**src/shared/aegc_pkg.sv**
```systemverilog
// Package for the two-port absolute Gray encoder position block
package aegc_pkg;
  localparam int AEGC_GW = 12;
  localparam int AEGC_NCMP = 8;
  // Register addresses on the plain register port
  localparam logic [7:0] AEGC_PV1_LO = 8'he8;
  localparam logic [7:0] AEGC_PV1_HI = 8'he9;
  localparam logic [7:0] AEGC_PV2_LO = 8'hea;
  localparam logic [7:0] AEGC_PV2_HI = 8'heb;
  localparam logic [7:0] AEGC_CFG1 = 8'hd0;
  localparam logic [7:0] AEGC_CFG2 = 8'hd1;
  localparam logic [7:0] AEGC_ORG1 = 8'hd2;
  localparam logic [7:0] AEGC_ORG2 = 8'hd3;
  localparam logic [7:0] AEGC_PRE1 = 8'hd4;
  localparam logic [7:0] AEGC_PRE2 = 8'hd5;
  localparam logic [7:0] AEGC_CTRL = 8'hd6;
  localparam logic [7:0] AEGC_STAT = 8'hd7;
  localparam logic [7:0] AEGC_MASK = 8'hd8;
  localparam logic [7:0] AEGC_FLG1 = 8'hd9;
  localparam logic [7:0] AEGC_FLG2 = 8'hda;
  localparam logic [7:0] AEGC_ERR = 8'hdb;
  // Table space: 8'b10p0_iiih, p port, i entry, h high bound
  localparam logic [1:0] AEGC_TBL_TOP = 2'b10;
  // Control register fields
  localparam int AEGC_C_CMP_EN = 0;
  localparam int AEGC_C_RANGE = 2;
  localparam int AEGC_C_GMASK = 4;
  localparam int AEGC_C_CAPT = 5;
  localparam int AEGC_F_CMPING = 8;
  // Reset values
  localparam logic [15:0] AEGC_CFG_RST = 16'h0002;
  localparam logic [11:0] AEGC_ORG_RST = 12'h000;
  localparam logic [4:0] AEGC_CTRL_RST = 5'h10;
  localparam logic [1:0] AEGC_MASK_RST = 2'h0;
  // Error codes
  localparam logic [7:0] AEGC_ERR_NONE = 8'h00;
  localparam logic [7:0] AEGC_ERR_HW = 8'h01;
  localparam logic [7:0] AEGC_ERR_CFG = 8'h03;

  typedef enum logic [7:0] {
    AEGC_RES8 = 8'h00,
    AEGC_RES10 = 8'h01,
    AEGC_RES12 = 8'h02
  } aegc_res_t;

  typedef enum logic [7:0] {
    AEGC_MODE_BCD = 8'h00,
    AEGC_MODE_ANG = 8'h01
  } aegc_mode_t;

  typedef struct packed {
    logic [7:0] mode;
    logic [7:0] res;
  } aegc_cfg_t;

  typedef struct packed {
    logic rd;
    logic wr;
    logic [7:0] addr;
    logic [15:0] wdata;
  } aegc_bus_t;
endpackage : aegc_pkg

```
**src/verilog/aegc_top.sv**
```systemverilog
// Two-port absolute Gray encoder position, compare and interrupt logic
//
// Contract
// - Two ports, Gray word converted to binary
// - Tracks changes up to 4 kHz rate
// - Resolution 8, 10 or 12 bits
// - BCD mode and 360 degree mode
// - Interrupt on target match or range hit
// - Origin offset makes any position zero
// - Lsb indicator follows encoder bit 0
// - Up indicator when value increased
// - Down indicator when value decreased
// - BCD present value updated per scan
// - Two words per port, low first
// - Host loads tables and starts compare
// - Start, stop compare, overwrite present value
// - Present value and status always readable
// - Global mask blocks every interrupt
// - Resolution and mode field encodings
// - Eight range flags per port
// - Error code none, hardware, configuration
`timescale 1ns/1ps
module aegc_top #(
  parameter int unsigned ANGLE_FULL = 360
) (
  // Clock and reset
  input wire logic core_clk,
  input wire logic rst,
  // Register port
  input wire aegc_pkg::aegc_bus_t bus_req,
  output logic [15:0] rdata,
  // Encoder inputs and host scan
  input wire logic [aegc_pkg::AEGC_GW-1:0] port1_code,
  input wire logic [aegc_pkg::AEGC_GW-1:0] port2_code,
  input wire logic scan_tick,
  input wire logic hw_fault,
  // Indicators and interrupt
  output logic port1_lsb_indicator,
  output logic port2_lsb_indicator,
  output logic port1_up_indicator,
  output logic port2_up_indicator,
  output logic port1_down_indicator,
  output logic port2_down_indicator,
  output logic irq
);
  import aegc_pkg::*;

  function automatic logic [3:0] res_bits(input logic [7:0] r);
    case (r)
      AEGC_RES10: res_bits = 4'ha;
      AEGC_RES12: res_bits = 4'hc;
      default: res_bits = 4'h8;
    endcase
  endfunction : res_bits

  function automatic logic [11:0] res_mask(input logic [7:0] r);
    logic [12:0] one;
    one = 13'h0001 << res_bits(r);
    res_mask = 12'(one - 13'h0001);
  endfunction : res_mask

  function automatic logic [11:0] gray2bin(input logic [11:0] g);
    logic [11:0] b;
    b = 12'h000;
    b[11] = g[11];
    for (int i = 10; i >= 0; i--)
    begin
      b[i] = b[i+1] ^ g[i];
    end
    gray2bin = b;
  endfunction : gray2bin

  function automatic logic [15:0] bin2bcd(input logic [11:0] v);
    logic [27:0] s;
    s = {16'h0000, v};
    for (int i = 0; i < 12; i++)
    begin
      for (int d = 0; d < 4; d++)
      begin
        if (s[12+4*d +: 4] > 4'h4)
        begin
          s[12+4*d +: 4] = s[12+4*d +: 4] + 4'h3;
        end
      end
      s = s << 1;
    end
    bin2bcd = s[27:12];
  endfunction : bin2bcd

  function automatic logic cfg_bad(input aegc_cfg_t c);
    cfg_bad = (c.res > AEGC_RES12) || (c.mode > AEGC_MODE_ANG);
  endfunction : cfg_bad

  // Register state
  aegc_cfg_t cfg_q [2];
  logic [11:0] org_q [2];
  logic [11:0] tbl_lo_q [2][AEGC_NCMP];
  logic [11:0] tbl_hi_q [2][AEGC_NCMP];
  logic [4:0] ctrl_q;
  logic [1:0] stat_q;
  logic [1:0] stat_d;
  logic [1:0] mask_q;
  logic [7:0] err_q;
  logic [15:0] rdata_q;
  logic [15:0] pv_lo_q [2];
  logic [7:0] flg_q [2];
  logic [1:0] hit_q;
  logic [11:0] prev_q [2];
  logic [1:0] lsb_q;
  logic [1:0] up_q;
  logic [1:0] dn_q;

  // Per port datapath
  logic [11:0] code_w [2];
  logic [11:0] gin_w [2];
  logic [11:0] raw_w [2];
  logic [11:0] rel_w [2];
  logic [11:0] val_w [2];
  logic [7:0] flg_w [2];
  logic [1:0] hit_w;

  assign code_w[0] = port1_code;
  assign code_w[1] = port2_code;

  // Bus decode
  wire wr = bus_req.wr;
  wire rd = bus_req.rd;
  wire [7:0] addr = bus_req.addr;
  wire [15:0] wdata = bus_req.wdata;
  wire tbl_hit = (addr[7:6] == AEGC_TBL_TOP) && !addr[4];
  wire tbl_port = addr[5];
  wire [2:0] tbl_idx = addr[3:1];
  wire rd_stat = rd && (addr == AEGC_STAT);
  wire cmp_bit0 = ctrl_q[AEGC_C_CMP_EN];

  genvar p;
  generate
    for (p = 0; p < 2; p++)
    begin : g_port
      logic [3:0] bits;
      logic [20:0] prod;
      logic [11:0] ang;
      assign bits = res_bits(cfg_q[p].res);
      // Upper code bits beyond the resolution are ignored
      assign gin_w[p] = code_w[p] & res_mask(cfg_q[p].res);
      // Sampled every clock, far faster than the encoder count rate
      assign raw_w[p] = gray2bin(gin_w[p]);
      // Wraps modulo the selected range
      assign rel_w[p] = (raw_w[p] - org_q[p]) & res_mask(cfg_q[p].res);
      assign prod = 21'(rel_w[p]) * 21'(ANGLE_FULL);
      assign ang = 12'(prod >> bits);
      assign val_w[p] = (cfg_q[p].mode == AEGC_MODE_ANG) ? ang : rel_w[p];
      for (genvar i = 0; i < AEGC_NCMP; i++)
      begin : g_cmp
        assign flg_w[p][i] = ctrl_q[AEGC_C_RANGE+p]
          ? (val_w[p] >= tbl_lo_q[p][i] && val_w[p] <= tbl_hi_q[p][i])
          : (val_w[p] == tbl_lo_q[p][i]);
      end
      // Only an enabled comparison raises anything
      assign hit_w[p] = ctrl_q[AEGC_C_CMP_EN+p] && (|flg_w[p]);

      always_ff @(posedge core_clk or posedge rst)
      begin
        if (rst)
        begin
          pv_lo_q[p] <= 16'h0000;
          flg_q[p] <= 8'h00;
          prev_q[p] <= 12'h000;
          lsb_q[p] <= 1'b0;
          up_q[p] <= 1'b0;
          dn_q[p] <= 1'b0;
          hit_q[p] <= 1'b0;
        end
        else
        begin
          if (scan_tick)
          begin
            pv_lo_q[p] <= bin2bcd(val_w[p]);
          end
          flg_q[p] <= (ctrl_q[AEGC_C_CMP_EN+p] && ctrl_q[AEGC_C_RANGE+p]) ? flg_w[p] : 8'h00;
          prev_q[p] <= raw_w[p];
          lsb_q[p] <= code_w[p][0];
          up_q[p] <= raw_w[p] > prev_q[p];
          dn_q[p] <= raw_w[p] < prev_q[p];
          hit_q[p] <= hit_w[p];
        end
      end
    end
  endgenerate

  // Hit edges are events; the read clear loses to a new event
  wire [1:0] cmp_ev = hit_w & ~hit_q;
  assign stat_d = (stat_q & ~{2{rd_stat}}) | cmp_ev;

  // Software writes
  always_ff @(posedge core_clk or posedge rst)
  begin
    if (rst)
    begin
      cfg_q[0] <= AEGC_CFG_RST;
      cfg_q[1] <= AEGC_CFG_RST;
      org_q[0] <= AEGC_ORG_RST;
      org_q[1] <= AEGC_ORG_RST;
      ctrl_q <= AEGC_CTRL_RST;
      mask_q <= AEGC_MASK_RST;
      stat_q <= 2'b00;
      for (int q = 0; q < 2; q++)
      begin
        for (int i = 0; i < AEGC_NCMP; i++)
        begin
          tbl_lo_q[q][i] <= 12'h000;
          tbl_hi_q[q][i] <= 12'h000;
        end
      end
    end
    else
    begin
      stat_q <= stat_d;
      if (wr)
      begin
        case (addr)
          AEGC_CFG1: cfg_q[0] <= wdata;
          AEGC_CFG2: cfg_q[1] <= wdata;
          AEGC_ORG1: org_q[0] <= wdata[11:0];
          AEGC_ORG2: org_q[1] <= wdata[11:0];
          AEGC_PRE1: org_q[0] <= raw_w[0] - wdata[11:0];
          AEGC_PRE2: org_q[1] <= raw_w[1] - wdata[11:0];
          AEGC_CTRL:
          begin
            ctrl_q <= wdata[4:0];
            if (wdata[AEGC_C_CAPT])
            begin
              org_q[0] <= raw_w[0];
            end
            if (wdata[AEGC_C_CAPT+1])
            begin
              org_q[1] <= raw_w[1];
            end
          end
          AEGC_MASK: mask_q <= wdata[1:0];
          default:
          begin
            if (tbl_hit)
            begin
              // Loading while comparing is allowed; flags follow next cycle
              if (addr[0])
              begin
                tbl_hi_q[tbl_port][tbl_idx] <= wdata[11:0];
              end
              else
              begin
                tbl_lo_q[tbl_port][tbl_idx] <= wdata[11:0];
              end
            end
          end
        endcase
      end
    end
  end

  // Error code, hardware fault takes priority
  wire [7:0] err_d = hw_fault ? AEGC_ERR_HW
    : ((cfg_bad(cfg_q[0]) || cfg_bad(cfg_q[1])) ? AEGC_ERR_CFG : AEGC_ERR_NONE);

  // Read mux; unmapped addresses read zero
  logic [15:0] rmux;
  always_comb
  begin
    rmux = 16'h0000;
    case (addr)
      AEGC_PV1_LO: rmux = pv_lo_q[0];
      AEGC_PV1_HI: rmux = 16'h0000;
      AEGC_PV2_LO: rmux = pv_lo_q[1];
      AEGC_PV2_HI: rmux = 16'h0000;
      AEGC_CFG1: rmux = cfg_q[0];
      AEGC_CFG2: rmux = cfg_q[1];
      AEGC_ORG1: rmux = {4'h0, org_q[0]};
      AEGC_ORG2: rmux = {4'h0, org_q[1]};
      AEGC_CTRL: rmux = {11'h000, ctrl_q};
      AEGC_STAT: rmux = {14'h0000, stat_q};
      AEGC_MASK: rmux = {14'h0000, mask_q};
      AEGC_FLG1: rmux = {7'h00, ctrl_q[AEGC_C_CMP_EN], flg_q[0]};
      AEGC_FLG2: rmux = {7'h00, ctrl_q[AEGC_C_CMP_EN+1], flg_q[1]};
      AEGC_ERR: rmux = {8'h00, err_q};
      default:
      begin
        if (tbl_hit)
        begin
          rmux = {4'h0, addr[0] ? tbl_hi_q[tbl_port][tbl_idx] : tbl_lo_q[tbl_port][tbl_idx]};
        end
      end
    endcase
  end

  always_ff @(posedge core_clk or posedge rst)
  begin
    if (rst)
    begin
      rdata_q <= 16'h0000;
      err_q <= AEGC_ERR_NONE;
    end
    else
    begin
      rdata_q <= rd ? rmux : 16'h0000;
      err_q <= err_d;
    end
  end

  assign rdata = rdata_q;
  // Global mask wins over every source
  assign irq = (|(stat_q & mask_q)) && !ctrl_q[AEGC_C_GMASK];
  assign port1_lsb_indicator = lsb_q[0];
  assign port2_lsb_indicator = lsb_q[1];
  assign port1_up_indicator = up_q[0];
  assign port2_up_indicator = up_q[1];
  assign port1_down_indicator = dn_q[0];
  assign port2_down_indicator = dn_q[1];
endmodule : aegc_top
```
**config.mk**
```make
export PLATFORM = sky130hd
export DESIGN_NAME = aegc_top
export DESIGN_NICKNAME = d
export VERILOG_FILES = /design/src/shared/aegc_pkg.sv /design/src/verilog/aegc_top.sv
export SDC_FILE = /design/constraint.sdc
export NUM_CORES = 2
export LEC_CHECK = 0
export ABC_AREA = 0
export ABC_CLOCK_PERIOD_IN_PS = 19900
export BUFFER_PORTS_ARGS = -buffer_cell sky130_fd_sc_hd__buf_2
export CORE_ASPECT_RATIO = 0.9
export CORE_MARGIN = 2
export CORE_UTILIZATION = 59
export CTS_CLUSTER_DIAMETER = 30
export DETAILED_ROUTE_END_ITERATION = 10
export PLACE_DENSITY = 0.81
export SYNTH_ARGS = -nofsm -noshare
export SYNTH_HDL_FRONTEND = slang
export SYNTH_SLANG_ARGS = --single-unit
```
**constraint.sdc**
```tcl
create_clock -name core_clk -period 19.9 [get_ports core_clk]
set_input_delay 1.99 -clock core_clk [delete_from_list [all_inputs] [get_ports core_clk]]
set_output_delay 1.99 -clock core_clk [all_outputs]
set_load 0.02 [all_outputs]
```
==> run summary <==
Overall Global Routing Usage - 40.68%
Final-layout fill cell count - 5703
Failing checks - capacitance limit, slew limit
CP Max Fanout - 15
CTS Buf Count - 132
Max Slew Vio Count - 2
Largest net degree at the start of global routing - 150
CORE AREA - 0.07627 sq mm
Net count reported at finish - 5971
Most common cell on crit path - ha_1
Final setup violating endpoints - 0
Routability cong. - 1.045
Critical Path Sink Type - register
Layout area overhead - 14.64%
Initial antenna violation count - 8
Iteration count of the initial detailed-routing pass - 9
Fraction of layout cells with a size suffix above 1 - 13.53%
Row count - 96
Max-cap violations - 1
Post-route minimum period - 18980 ps
Worst endpoint data arrival time - 19570 ps
Max stage delay on crit path - 640 ps
Fmax - 52.69 MHz
First-pass GRT wire length - 247.6 mm
Via/cell ratio - 6.765
Status - finished, violations left
Async S/R FF share, synth - 100.0%
Die W - 296.8 microns
TritonCTS clock tree - done
Worst-path clk slew - 50 ps
Mean Syn Cell Area - 8.739 sq um
Final-report hold violation count - 0
Startpoint types - register
Post-synthesis cell type count - 114
Worst EP required - 20490 ps
Port bufs - 76
Die height - 267.6 microns
Post-DP HPWL - 111.7 mm
Post-Synthesis Cells - 5211
Yosys warns - 0
DR WL/cell - 25.56 microns
Clk sinks - 545
Initial Utilization - 59.70%
Drc violations - 0
Leading cell type in the layout, fill and taps excluded - inv_1
Crit-path slowest cell - or4_4
WL final - 164.9 mm
Vias in the first global route - 41370
Clk_lat worst skew - 730 ps
Worst slew margin - -4.159%
Worst slew pin tran - 1523 ps
Worst Path Class, Setup - register to register
Total gr overflow - 0
HP Class - register to register
# hold bufs at CTS - 0
Post-synthesis sequential area ratio - 29.96%
Clock Skew - 42.61 ps
Total via count in the routed design - 43640
DP Cell Count - 6197
Post-route ant nets - 0
Root buffer cell - clkbuf_16
H-tree depth - 4
Finished Layout Cells - 6450
Most frequent cells in the layout - inv_1 (584), ha_1 (558), nand2_1 (543)
Initial DRC count - 5625
Post-synth EDFFs - 0
Post-Syn Area - 0.04554 sq mm
Io pins - 77
Post-synth top flop - dfrtp_1
Synthesized Nets - 5871
Number of synthesized register bits - 545
Clk buf depth - 3
Die area - 0.07942 sq mm
Final period utilization - 95.38%
-- per-layer routing --
layer	global-route usage [%]	up-vias	part of all wire (%)
met5	0	-	0.049
met4	26.07	12	7.2
met3	14.25	788	14
met2	58.11	3049	41
met1	52.40	20800	38
li1	-	18990	-
-- critical path: cells and delay by family (launching register included) --
kind,cells,cell delay (ps)
compound gates,20,4420
simple gates,21,4780
xor+xnor,13,2930
mux,3,630
buf+inv,10,1370
flops,1,390
fa+ha+maj,14,4220
-- sequential cells by signal (all words and copies together) (netlist names) --
register / flops
port2_up_indicator: 1
ctrl_q: 5
tbl_hi_q: 192
port1_down_indicator: 1
flg_q: 16
port2_down_indicator: 1
port2_lsb_indicator: 1
port1_lsb_indicator: 1
err_q: 2
rdata: 16
port1_up_indicator: 1
stat_q: 2
prev_q: 24
hit_q: 2
pv_lo_q: 30
org_q: 24
cfg_q: 32
mask_q: 2
tbl_lo_q: 192
-- cells by family after synthesis --
kind of cell | after synthesis | synth area share [%]
AND/OR/NAND/NOR | 1397 | 14.80
buffers and inverters | 821 | 6.831
XOR/XNOR | 93 | 1.866
flip-flops | 545 | 29.96
adder cells (fa/ha/maj) | 609 | 17.38
multiplexers | 290 | 8.603
AO/OA/AOI/OAI | 1456 | 20.56
-- synthesized netlist by cell type, drive strengths merged, types with 29 or more instances --
cell,count,area share (%)
nand4,95,1.3
nand2b,73,1.0
nand2,544,4.5
mux2,115,2.9
mux2i,107,2.4
o31ai,29,0.52
a22oi,46,0.77
a21o,128,2.1
a211oi,70,1.2
xnor2,45,0.88
a21oi,236,2.6
nor2,240,2.0
nor2b,80,1.1
a221oi,35,0.69
fa,40,1.8
clkbuf,199,1.6
ha,566,16
dfrtp,542,30
xor2,46,0.88
inv,593,4.9
nor4,36,0.56
a31oi,42,0.63
o21a,39,0.64
nor3,81,0.91
o21ai,548,6.0
o22ai,35,0.48
mux4,68,3.4
nand3,107,1.2
-- layout make-up --
class / count / area [sq um] / area share, %
well taps: 1029 / 1287 / 2.466
clock buffers: 161 / 3603 / 6.902
multi-input cells: 3845 / 29130 / 55.79
flip-flops and latches: 545 / 13640 / 26.13
clock inverters: 79 / 1018 / 1.951
inverters: 594 / 2238 / 4.288
repair buffers: 193 / 1280 / 2.452
diodes: 4 / 10.01 / 0.01917
-- path summary, 6_finish.rpt --
path                           from             to  slack (ps)  depth (start not counted)
max                        cfg_q[2]     pv_lo_q[6]         920                         81
max reg2reg                cfg_q[2]     pv_lo_q[6]         920                         81
min in group asynchronous       rst  tbl_hi_q[134]        1460                          2
min                        hit_q[1]      stat_q[1]         430                          1
max in group asynchronous       rst  tbl_lo_q[174]       15930                          4
min reg2reg                hit_q[1]      stat_q[1]         430                          1
-- through the flow --
step                setup slack [ps]  utilization [%]  area [sq um]  hold WS, ps  TNS, ps
floorplan                      265.4                -         45540        410.3        0
global placement               172.0            61.92         47230        426.0        0
detailed placement            -43.29            61.92         47230        422.4   -120.1
CTS                            127.6            68.01         51870        428.4        0
global route                  -110.8            68.43         52200        449.5   -304.8
finish                         920.0            68.45         52210        431.0        0
-- repair_timing --
| item | 4_1_cts | 5_1_grt |
|---|---|---|
| resized for setup | 4 | 51 |
| pin swaps | 2 | 12 |
| setup endpoints to repair | 5 | 24 |
| setup buffers | 2 | 7 |
Power is not shown: default switching activity piles up to over one toggle a cycle in this logic, so the estimate is an artifact.
